--- src/verilog/ad_demux_pkg.sv ---
// package for the split bus address/data front end
// shared widths, strap encodings and the carrier structs of the user side
package ad_demux_pkg;

  localparam int AD_W = 8;
  localparam logic [7:0] ADDR_RST = 8'h00;
  localparam logic [7:0] DATA_RST = 8'h00;

  // strobe-select strap meanings
  localparam logic STRAP_LATCH = 1'b0;
  localparam logic STRAP_IND = 1'b1;
  // indicator meanings
  localparam logic IND_DATA = 1'b0;
  localparam logic IND_ADDR = 1'b1;

  // power-up capture sequence
  typedef enum logic [1:0] {
    ST_CAPTURE = 2'b00,
    ST_RUN = 2'b01
  } strap_state_t;

  // one accepted bus write
  typedef struct packed {
    logic [7:0] addr;
    logic [7:0] data;
  } bus_write_t;

endpackage

--- src/verilog/split_bus_addr_data_demux.sv ---
// split bus address/data demultiplexer for the host port
// assumes host strobes are synchronous to clk_sys_in and straps settle by reset release
// Function
// - one 8-bit shared bus carries address then data at different times.
// - strobe-select strap is caught once after reset and fixes address marking.
// - strap low means latch strobe; strap high means address/data indicator.
// - latch mode: each latch falling edge captures the bus as address.
// - indicator mode: indicator sampled at write strobe rising edge.
// - indicator high at that edge: bus value is a register address.
// - indicator low at that edge: bus value is register data.
// - bus-style strap is only captured and shown on split_mode_out; strobe decoding ignores it.
`timescale 1ns/100ps
module split_bus_addr_data_demux
  import ad_demux_pkg::*;
(
  // clock and reset
  input wire logic clk_sys_in,
  input wire logic rst_n_in,
  // straps
  input wire logic strobe_select_strap_in,
  input wire logic bus_style_strap_in,
  // host bus pins
  input wire logic [7:0] ad_in,
  output logic [7:0] ad_out,
  output logic ad_oe_out,
  input wire logic latch_or_select_input_in,
  input wire logic wr_n_in,
  // user side
  output bus_write_t wr_out,
  output logic wr_valid_out,
  output logic [7:0] addr_out,
  output logic addr_valid_out,
  output logic ind_mode_out,
  output logic split_mode_out
);

  // strap capture state
  strap_state_t state_ff, nxt_state;
  logic ind_mode_ff, nxt_ind_mode;
  logic split_ff, nxt_split;
  // strobe history
  logic las_ff, nxt_las;
  logic wr_n_ff, nxt_wr_n;
  // held address
  logic [7:0] addr_ff, nxt_addr;
  logic addr_valid_ff, nxt_addr_valid;
  // last data write
  bus_write_t wr_ff, nxt_wr;
  logic wr_valid_ff, nxt_wr_valid;
  // decode of the current edge
  logic run;
  logic las_fall, wr_rise;
  logic ind_high;
  logic latch_addr, ind_addr;
  logic take_addr, take_data;
  logic [7:0] bus_addr, bus_data;

  // strap capture: straps are read once, on the first edge after reset
  always_comb begin
    nxt_state = state_ff;
    nxt_ind_mode = ind_mode_ff;
    nxt_split = split_ff;
    case (state_ff)
      ST_CAPTURE: begin
        nxt_ind_mode = (strobe_select_strap_in == STRAP_IND);
        nxt_split = bus_style_strap_in;
        nxt_state = ST_RUN;
      end
      ST_RUN: begin
        // mode stays fixed until the next reset
        nxt_state = ST_RUN;
      end
      default: begin
        nxt_state = ST_CAPTURE;
      end
    endcase
  end

  // strap capture registers
  always_ff @(posedge clk_sys_in) begin
    if (!rst_n_in) begin
      state_ff <= ST_CAPTURE;
      ind_mode_ff <= STRAP_IND;
      split_ff <= 1'b0;
    end else begin
      state_ff <= nxt_state;
      ind_mode_ff <= nxt_ind_mode;
      split_ff <= nxt_split;
    end
  end

  // strobes count only once the mode is fixed
  assign run = (state_ff == ST_RUN);

  // strobe history: previous level of both host strobes
  always_comb begin
    nxt_las = latch_or_select_input_in;
    nxt_wr_n = wr_n_in;
  end

  // strobe history registers; idle levels avoid a false edge after reset
  always_ff @(posedge clk_sys_in) begin
    if (!rst_n_in) begin
      las_ff <= 1'b0;
      wr_n_ff <= 1'b1;
    end else begin
      las_ff <= nxt_las;
      wr_n_ff <= nxt_wr_n;
    end
  end

  // edge detection on the host strobes
  assign las_fall = las_ff & ~latch_or_select_input_in;
  assign wr_rise = ~wr_n_ff & wr_n_in;

  // indicator level taken at the same edge as the write strobe rise
  assign ind_high = (latch_or_select_input_in == IND_ADDR);

  // address phase in each marking method
  assign latch_addr = ~ind_mode_ff & las_fall;
  assign ind_addr = ind_mode_ff & wr_rise & ind_high;

  // classify the bus contents of this edge; latch mode treats every write as data
  assign take_addr = run & (latch_addr | ind_addr);
  assign take_data = run & wr_rise & ~(ind_mode_ff & ind_high);

  // per-lane steering of the shared bus into address and data
  for (genvar b = 0; b < AD_W; b++) begin : g_lane
    assign bus_addr[b] = take_addr ? ad_in[b] : addr_ff[b];
    assign bus_data[b] = take_data ? ad_in[b] : wr_ff.data[b];
  end

  // held address: kept until the next address phase
  always_comb begin
    nxt_addr = bus_addr;
    nxt_addr_valid = addr_valid_ff | take_addr;
  end

  // held address registers
  always_ff @(posedge clk_sys_in) begin
    if (!rst_n_in) begin
      addr_ff <= ADDR_RST;
      addr_valid_ff <= 1'b0;
    end else begin
      addr_ff <= nxt_addr;
      addr_valid_ff <= nxt_addr_valid;
    end
  end

  // data write: paired with the address held before this edge
  always_comb begin
    nxt_wr = wr_ff;
    nxt_wr_valid = take_data;
    if (take_data) begin
      nxt_wr.addr = addr_ff;
    end
    nxt_wr.data = bus_data;
  end

  // data write registers
  always_ff @(posedge clk_sys_in) begin
    if (!rst_n_in) begin
      wr_ff <= '{addr: ADDR_RST, data: DATA_RST};
      wr_valid_ff <= 1'b0;
    end else begin
      wr_ff <= nxt_wr;
      wr_valid_ff <= nxt_wr_valid;
    end
  end

  // outputs; read path is outside this block so the bus is never driven
  assign ad_out = DATA_RST;
  assign ad_oe_out = 1'b0;
  assign wr_out = wr_ff;
  assign wr_valid_out = wr_valid_ff;
  assign addr_out = addr_ff;
  assign addr_valid_out = addr_valid_ff;
  assign ind_mode_out = ind_mode_ff;
  assign split_mode_out = split_ff;

endmodule

--- config.mk ---
export PLATFORM = sky130hd
export DESIGN_NAME = split_bus_addr_data_demux
export DESIGN_NICKNAME = d
export VERILOG_FILES = /design/src/verilog/ad_demux_pkg.sv /design/src/verilog/split_bus_addr_data_demux.sv
export SDC_FILE = /design/constraint.sdc
export NUM_CORES = 1
export LEC_CHECK = 0
export BUFFER_PORTS_ARGS = -buffer_cell sky130_fd_sc_hd__buf_4
export CAP_MARGIN = 5
export CORE_ASPECT_RATIO = 1.25
export CORE_MARGIN = 4
export CORE_UTILIZATION = 49
export CTS_BUF_LIST = sky130_fd_sc_hd__clkbuf_8
export DETAILED_ROUTE_END_ITERATION = 10
export PLACE_DENSITY = 0.81
export SYNTH_ARGS = -nofsm -noshare
export SYNTH_HDL_FRONTEND = slang
export SYNTH_SLANG_ARGS = --single-unit
export TNS_END_PERCENT = 100
--- constraint.sdc ---
create_clock -name clk_sys_in -period 1.4 [get_ports clk_sys_in]
set_input_delay 0.14 -clock clk_sys_in [delete_from_list [all_inputs] [get_ports clk_sys_in]]
set_output_delay 0.14 -clock clk_sys_in [all_outputs]
set_load 0.02 [all_outputs]
==> results of run 1 <==
report_power, final:
group	switching (mW)	internal (mW)	total (mW)
combinational	0.106	0.0723	0.179
clock	0.288	0.322	0.610
sequential	0.0110	0.900	0.911
layout by cell type (no fill, tap or decap), drive strengths merged:
| cell | netlist | final |
|---|---|---|
| dfxtp | 31 | 31 |
| buf | 13 | 46 |
| nand2 | 18 | 18 |
| inv | 0 | 1 |
| clkbuf | 6 | 5 |
| nand3 | 16 | 16 |
| or3b | 1 | 1 |
| nand3b | 1 | 1 |
| conb | 1 | 9 |
| a21boi | 17 | 17 |
| mux2i | 10 | 10 |
| and3 | 1 | 1 |
| nand4b | 1 | 1 |
| o21ai | 16 | 16 |
| and3b | 1 | 1 |
| and2 | 2 | 2 |
| nand2b | 1 | 1 |
| o21a | 1 | 1 |
| nor2b | 1 | 1 |
layer usage:
| layer | routed length, um | share of wire |
|---|---|---|
| met5 | 0 | 0 |
| met4 | 42 | 0.015 |
| met3 | 187 | 0.066 |
| met2 | 1470 | 0.52 |
| met1 | 1140 | 0.40 |
cell families (layout without fill, tap and decap cells):
group / count (synthesis) / in the layout / share of synthesized area
AO/OA/AOI/OAI: 34 / 34 / 0.171
multiplexers: 10 / 10 / 0.0781
AND/OR/NAND/NOR: 43 / 43 / 0.166
other: 1 / 9 / 0.00292
flip-flops: 31 / 31 / 0.484
buffers and inverters: 19 / 52 / 0.0985
synth_stat cells:
library cell	instances	area (um^2)
sky130_fd_sc_hd__nand2_1	18	67.6
sky130_fd_sc_hd__and3_1	1	6.26
sky130_fd_sc_hd__mux2i_1	10	100
sky130_fd_sc_hd__buf_4	10	75.1
sky130_fd_sc_hd__conb_1	1	3.75
sky130_fd_sc_hd__a21boi_0	13	97.6
sky130_fd_sc_hd__a21boi_1	3	22.5
sky130_fd_sc_hd__nand4b_1	1	8.76
sky130_fd_sc_hd__nor2b_1	1	6.26
sky130_fd_sc_hd__clkbuf_2	1	5.00
sky130_fd_sc_hd__and3b_1	1	8.76
sky130_fd_sc_hd__buf_2	1	5.00
sky130_fd_sc_hd__clkbuf_1	5	18.8
sky130_fd_sc_hd__buf_6	2	22.5
sky130_fd_sc_hd__or3b_1	1	8.76
sky130_fd_sc_hd__and2_1	2	12.5
sky130_fd_sc_hd__nand3b_1	1	7.51
sky130_fd_sc_hd__nand2b_1	1	6.26
sky130_fd_sc_hd__o21a_1	1	7.51
sky130_fd_sc_hd__a21boi_2	1	11.3
sky130_fd_sc_hd__nand3_1	16	80.1
sky130_fd_sc_hd__dfxtp_1	31	621
sky130_fd_sc_hd__o21ai_0	16	80.1
registers in the layout, indices dropped and copies added, names as in the netlist:
register	cells
wr_out	16
addr_out	8
addr_valid_out	1
ind_mode_out	1
las_ff	1
split_mode_out	1
state_ff	1
wr_n_ff	1
wr_valid_out	1
worst max-delay path, delay by kind of cell (launching register included):
kind / cells / cell delay [ps]
mux: 1 / 180
buf+inv: 1 / 150
flops: 1 / 310
simple gates: 1 / 380
compound gates: 1 / 180
final timing paths:
kind	start	end	slack [ps]	cells past startpoint
max	ind_mode_out	addr_out[5]	130	4
min reg2reg	wr_out[0]	wr_out[0]	480	2
max reg2reg	ind_mode_out	addr_out[5]	130	4
min	wr_n_in	wr_n_ff	70	2
per-stage QoR:
step           instance area [um^2]  power (mW)  utilization  hold WS [ps]
6_report                       1660        1.70        0.670          72.4
5_1_grt                        1660        1.77        0.670          89.1
4_1_cts                        1660        1.72        0.669          68.6
3_5_place_dp                   1590        1.11        0.640           363
3_3_place_gp                   1590        1.10        0.640           348
2_1_floorplan                  1310        1.05            -           168
final cells by class:
| cell class | count | area, um^2 | area share |
|---|---|---|---|
| sequential | 31 | 621 | 0.374 |
| tap | 33 | 41.3 | 0.0249 |
| clock buffer | 5 | 68.8 | 0.0415 |
| timing repair buffer | 46 | 358 | 0.216 |
| multi-input combinational | 96 | 567 | 0.342 |
| clock inverter | 1 | 3.75 | 0.00226 |
==> impl_results.rst, run 1 <==
.. list-table::
   :header-rows: 1

   * - Metric
     - Value
   * - Run status
     - complete, no violations
   * - GR Util All Layers
     - 0.176
   * - Detailed Routing Iterations Pass 1
     - 4
   * - Minimum setup slack after placement
     - 64.9 ps
   * - Number of global-route vias before repair
     - between 900 and 1,000
   * - Post-CTS Repair Setup Buffers
     - 0
   * - Final-report setup violation count
     - 0
   * - Slowest stage cell, crit path
     - sky130_fd_sc_hd__or3b_1
   * - Number of hold violations in the final report
     - 0
   * - Sinks on the clock net
     - 31
   * - CP Cell Sequence
     - or3b_1 > a21boi_2 > buf_12 > mux2i_1
   * - Type of the worst setup path
     - register to register
   * - Worst-Skew Late Latency
     - 280 ps
   * - N_diodes
     - 0
   * - Post-detailed-route DRC marker count
     - 0
   * - Antenna violations before repair
     - 0
   * - Maximum buffer depth of the clock tree
     - 2
   * - Routed length per instance
     - between 10 and 15 um
   * - Ys Warns
     - 0
   * - Met2 GRT Util
     - 0.292
   * - Number of nets with antenna violations after routing
     - 0
   * - Number of instances in the synthesized netlist
     - roughly 140
   * - Clock buffer count from CTS
     - 5
   * - H-tree depth
     - 2
   * - Number of hold-repair buffers added at the cts stage
     - 0
   * - First-pass GRT wire length
     - roughly 4.4 mm
   * - Required time at the worst-slack endpoint
     - 1610 ps
   * - GR met1 Demand/Resource
     - 0.191
   * - Unrepaired setup endpoints after global routing
     - no
   * - Crit path launch type
     - register
   * - Leakage component of the power
     - 0.699 nW
   * - Busiest grt layer
     - met2
   * - Cell Count, Final, Fillers Out
     - ~210
   * - Root cell of the clock tree
     - sky130_fd_sc_hd__clkbuf_8
   * - Share of the yosys chip area belonging to registers
     - 0.484
   * - Data arrival time at the worst-slack endpoint
     - about 1500 ps
   * - Row count
     - 20
   * - Die Area
     - between 0.003 and 0.004 mm^2
   * - Overflow left after global routing
     - 0
   * - Maximum operating frequency
     - 786 MHz
   * - Aggregate routed wire length
     - 2.83 mm
   * - I/O Buffers
     - 41
   * - HPWL after detailed placement
     - a little under 2 mm
   * - Setup TNS after final layout
     - 0 ps
   * - Post-synthesis instance area
     - around 0.0013 mm^2
   * - Share of the clock period used by the worst path after layout
     - 0.909
   * - Critical Path Sink Type
     - register
   * - Top-level I/O count
     - slightly above 50
   * - Vias per std cell
     - a little under 5
   * - Layout filler cell count
     - between 200 and 250
   * - Largest vdd supply drop
     - 0.000629 V
   * - Core region area
     - around 0.0025 mm^2
   * - Power per Cell Area
     - 1020 mW/mm^2
   * - Initial drt markers
     - 41
   * - Maximum number of pins on one net before global-route repair
     - 40
   * - Met3 track demand over resource
     - 0.0703
   * - Highest net fanout along the worst path
     - 9
   * - Minimum setup slack in the final design
     - about 130 ps
   * - Total number of nets in the final design
     - ~190
   * - Number of vias after detailed routing
     - about 1,100
   * - Cell count after placement
     - 206
   * - Worst hold-check path type
     - input port to register
   * - Post-route minimum period
     - ~1300 ps
   * - Post-CTS sizing
     - 0
   * - Max Cap Viol
     - 0
   * - Die width
     - between 50 and 60 um
   * - Vert. Die Dim
     - between 60 and 70 um
   * - Max Transition Viols Final
     - 0
   * - Register bit count reported by yosys
     - 31
   * - Worst-case clock skew
     - 2.38 ps
   * - TritonCTS clock tree
     - done
   * - Initial core utilization
     - 0.518
   * - Avg Synthesized Cell Area
     - a little over 9 um^2
   * - Clock slew at reported path FFs
     - 60 ps
   * - Number of distinct library cells after synthesis
     - 23
   * - Weighted congestion at the end of routability-driven global placement
     - 0.737
   * - Synth-to-Final Area Change
     - 29.4%
   * - Longest individual stage delay on the worst path
     - roughly 380 ps
   * - Share of layout cells above drive strength 1
     - 0.296
No activity file was read; power rests on OpenSTA's default activity.
==> run 2: changes to the inputs <==
--- a/config.mk
+++ b/config.mk
@@ -9,10 +9,10 @@
 export CAP_MARGIN = 5
 export CORE_ASPECT_RATIO = 1.25
 export CORE_MARGIN = 4
-export CORE_UTILIZATION = 49
-export CTS_BUF_LIST = sky130_fd_sc_hd__clkbuf_8
+export CORE_UTILIZATION = 47
 export DETAILED_ROUTE_END_ITERATION = 10
-export PLACE_DENSITY = 0.81
+export PLACE_DENSITY = 0.78
+export SKIP_CTS_REPAIR_TIMING = 1
 export SYNTH_ARGS = -nofsm -noshare
 export SYNTH_HDL_FRONTEND = slang
 export SYNTH_SLANG_ARGS = --single-unit
==> run 2 against run 1 <==
  * Utilization down 1.5 points
  * Power down 2.0%
  * Global-route usage down 0.18 points
  * Non-clock buffer count unchanged
  * Die area up 3.7%
  * Fmax down 1.1%
  * Largest power group unchanged
==> impl_results.rst, run 2 (synthesis gave the netlist of run 1 again) <==
.. list-table::
   :header-rows: 1

   * - Metric
     - Value
   * - Run status
     - complete, no violations
   * - Required time at the worst-slack endpoint
     - 1660 ps (+50 ps)
   * - CP Cell Sequence
     - or3b_1 > a21boi_2 > buf_12 > mux2i_1
   * - Category of cells accounting for the largest share of critical-path delay
     - simple AND/OR/NAND/NOR gates
   * - Leakage component of the power
     - 0.696 nW (-0.39%)
   * - Maximum number of pins on one net before global-route repair
     - 40 (unchanged)
   * - Wire length on met1
     - 1.15 mm (+1.3%)
   * - Clock buffer count from CTS
     - 5 (unchanged)
   * - Top sig layer
     - met4
   * - Most common cell after layout, fill and taps aside
     - sky130_fd_sc_hd__buf_4
   * - H-tree depth
     - 2 (unchanged)
   * - Vias per std cell
     - 5.00 (+0.95%)
   * - Vert. Die Dim
     - 66.4 um (+1.8%)
   * - Die width
     - 54.7 um (+1.8%)
   * - Initial drt markers
     - 23 (-44%)
   * - Maximum operating frequency
     - 777 MHz (-1.1%)
   * - Critical register-to-register path startpoint
     - ind_mode_out
   * - Critical Path Sink Type
     - register
   * - Number of nets with antenna violations after routing
     - 0 (unchanged)
   * - Capturing point of the worst reg2reg path
     - addr_out[4]
   * - Aggregate routed wire length
     - 2.86 mm (+0.88%)
   * - R2R setup slack
     - 110 ps (about the same)
   * - Number of hold violations in the final report
     - 0 (unchanged)
   * - Count of buffering cells on the critical path with inverters included
     - 1 (unchanged)
   * - Share of layout cells above drive strength 1
     - 0.304 (+0.00778)
   * - Largest vdd supply drop
     - 0.000651 V (+3.6%)
   * - Synth-to-Final Area Change
     - 29.1%
   * - Post-detailed-route DRC marker count
     - 0 (unchanged)
   * - Highest net fanout along the worst path
     - 9 (unchanged)
   * - Root cell of the clock tree
     - sky130_fd_sc_hd__clkbuf_4
   * - Unrepaired setup endpoints after global routing
     - no
   * - Critical Path Source
     - ind_mode_out
   * - Endpoint of the worst setup timing path
     - addr_out[4]
   * - Max Transition Viols Final
     - 0 (unchanged)
   * - GR Util All Layers
     - 0.174 (-0.00177)
   * - Final-report setup violation count
     - 0 (unchanged)
   * - Crit path launch type
     - register
   * - N_diodes
     - 0 (unchanged)
   * - Initial core utilization
     - 0.507 (-0.0103)
   * - Number of flip-flops in the largest register
     - 16 (unchanged)
   * - Number of vias after detailed routing
     - 1,071 (+1.9%)
   * - Post-route minimum period
     - 1290 ps (+14.5 ps)
   * - Final core area utilization
     - 0.655 (-0.0147)
   * - Routed length on met3
     - 168 um (-10%)
   * - Row count
     - 20 (unchanged)
   * - Antenna violations before repair
     - 0 (unchanged)
   * - Total number of cells along the worst setup path
     - 4 (unchanged)
   * - Weighted congestion at the end of routability-driven global placement
     - 0.708 (-4.0%)
   * - Core region area
     - 0.00253 mm^2 (+2.0%)
   * - Power per Cell Area
     - 1010 mW/mm^2 (-1.8%)
   * - Routed length per instance
     - 13.4 um (about the same)
   * - Share of the clock period used by the worst path after layout
     - 0.919 (+0.0103)
   * - Minimum setup slack after placement
     - 67.8 ps (+2.85 ps)
   * - Slowest stage cell, crit path
     - sky130_fd_sc_hd__or3b_1
   * - Leading cell types in the layout, fill and taps excluded
     - sky130_fd_sc_hd__buf_4 (45), sky130_fd_sc_hd__dfxtp_1 (31), sky130_fd_sc_hd__nand2_1 (18)
   * - Worst-Skew Late Latency
     - 330 ps (+50 ps)
   * - Maximum buffer depth of the clock tree
     - 2 (unchanged)
   * - TritonCTS clock tree
     - done
   * - I/O Buffers
     - 41 (unchanged)
   * - Minimum setup slack in the final design
     - 113 ps (-14.5 ps)
   * - Type of the worst setup path
     - register to register
   * - Wire length on met2
     - 1.47 mm (+0.20%)
   * - Worst hold-check path type
     - input port to register
   * - HPWL after detailed placement
     - 2.06 mm (+6.4%)
   * - Max Cap Viol
     - 0 (unchanged)
   * - Clock slew at reported path FFs
     - 90 ps (+30 ps)
   * - Data arrival time at the worst-slack endpoint
     - 1550 ps (+70 ps)
   * - Worst-case clock skew
     - 4.25 ps (+1.87 ps)
   * - Number of global-route vias before repair
     - 971 (-2.8%)
   * - Top-level I/O count
     - 51 (unchanged)
   * - Total number of nets in the final design
     - 194 (unchanged)
   * - Die Area
     - 0.00363 mm^2 (+3.7%)
   * - Overflow left after global routing
     - 0 (unchanged)
   * - First-pass GRT wire length
     - 4.44 mm (+0.61%)
   * - Sinks on the clock net
     - 31 (unchanged)
   * - Longest individual stage delay on the worst path
     - 390 ps (about the same)
   * - Path depth of the worst reg2reg path
     - 4 (unchanged)
   * - Detailed Routing Iterations Pass 1
     - 4 (unchanged)
   * - Setup TNS after final layout
     - 0 ps (unchanged)
## run 2: power breakdown
part	switching (mW)	internal, mW	leakage (nW)	total, mW
Combinational	0.107	0.0723	0.406	0.179
Clock	0.283	0.295	0.0386	0.578
Sequential	0.0105	0.898	0.251	0.908
## run 2: cell type report
class	count	area, um^2
clock buffers	8	68.8
flip-flops and latches	31	621
repair buffers	46	358
multi-input cells	96	567
well taps	33	41.3
fillers	226	872
## run 2: metal layers
metal  vias to the layer above  GRT usage
met5                         -          0
met4                         0      0.103
met3                         8     0.0519
met2                        29      0.278
met1                       495      0.197
li1                        539          -
## run 2: worst min path at each step
stage | start | to | slack [ps] | cells past startpoint
6_report | wr_n_in | wr_n_ff | 20 | 2
5_1_grt | wr_n_in | wr_n_ff | 10 | 2
4_1_cts | wr_n_in | wr_n_ff | 8 | 2
3_5_place_dp | wr_n_in | wr_n_ff | 360 | 2
3_3_place_gp | wr_n_in | wr_n_ff | 350 | 2
2_1_floorplan | rst_n_in | state_ff[0] | 170 | 0
## run 2: through the flow
stage / hold WS (ps) / power [mW] / instances / instance area [um^2]
3_3_place_gp: 350 / 1.10 / 206 / 1590
4_1_cts: 7.94 / 1.68 / 214 / 1650
6_report: 19.4 / 1.67 / 214 / 1660
5_1_grt: 13.8 / 1.74 / 214 / 1660
3_5_place_dp: 360 / 1.11 / 206 / 1590
2_1_floorplan: 168 / 1.05 / 146 / 1310
## run 2: worst reg2reg max path, delay by kind of cell, from the launching register on
family                 cells  cell delay, ps
multiplexers               1             190
AND/OR/NAND/NOR            1             390
buffers and inverters      1             150
flip-flops                 1             310
AO/OA/AOI/OAI              1             180
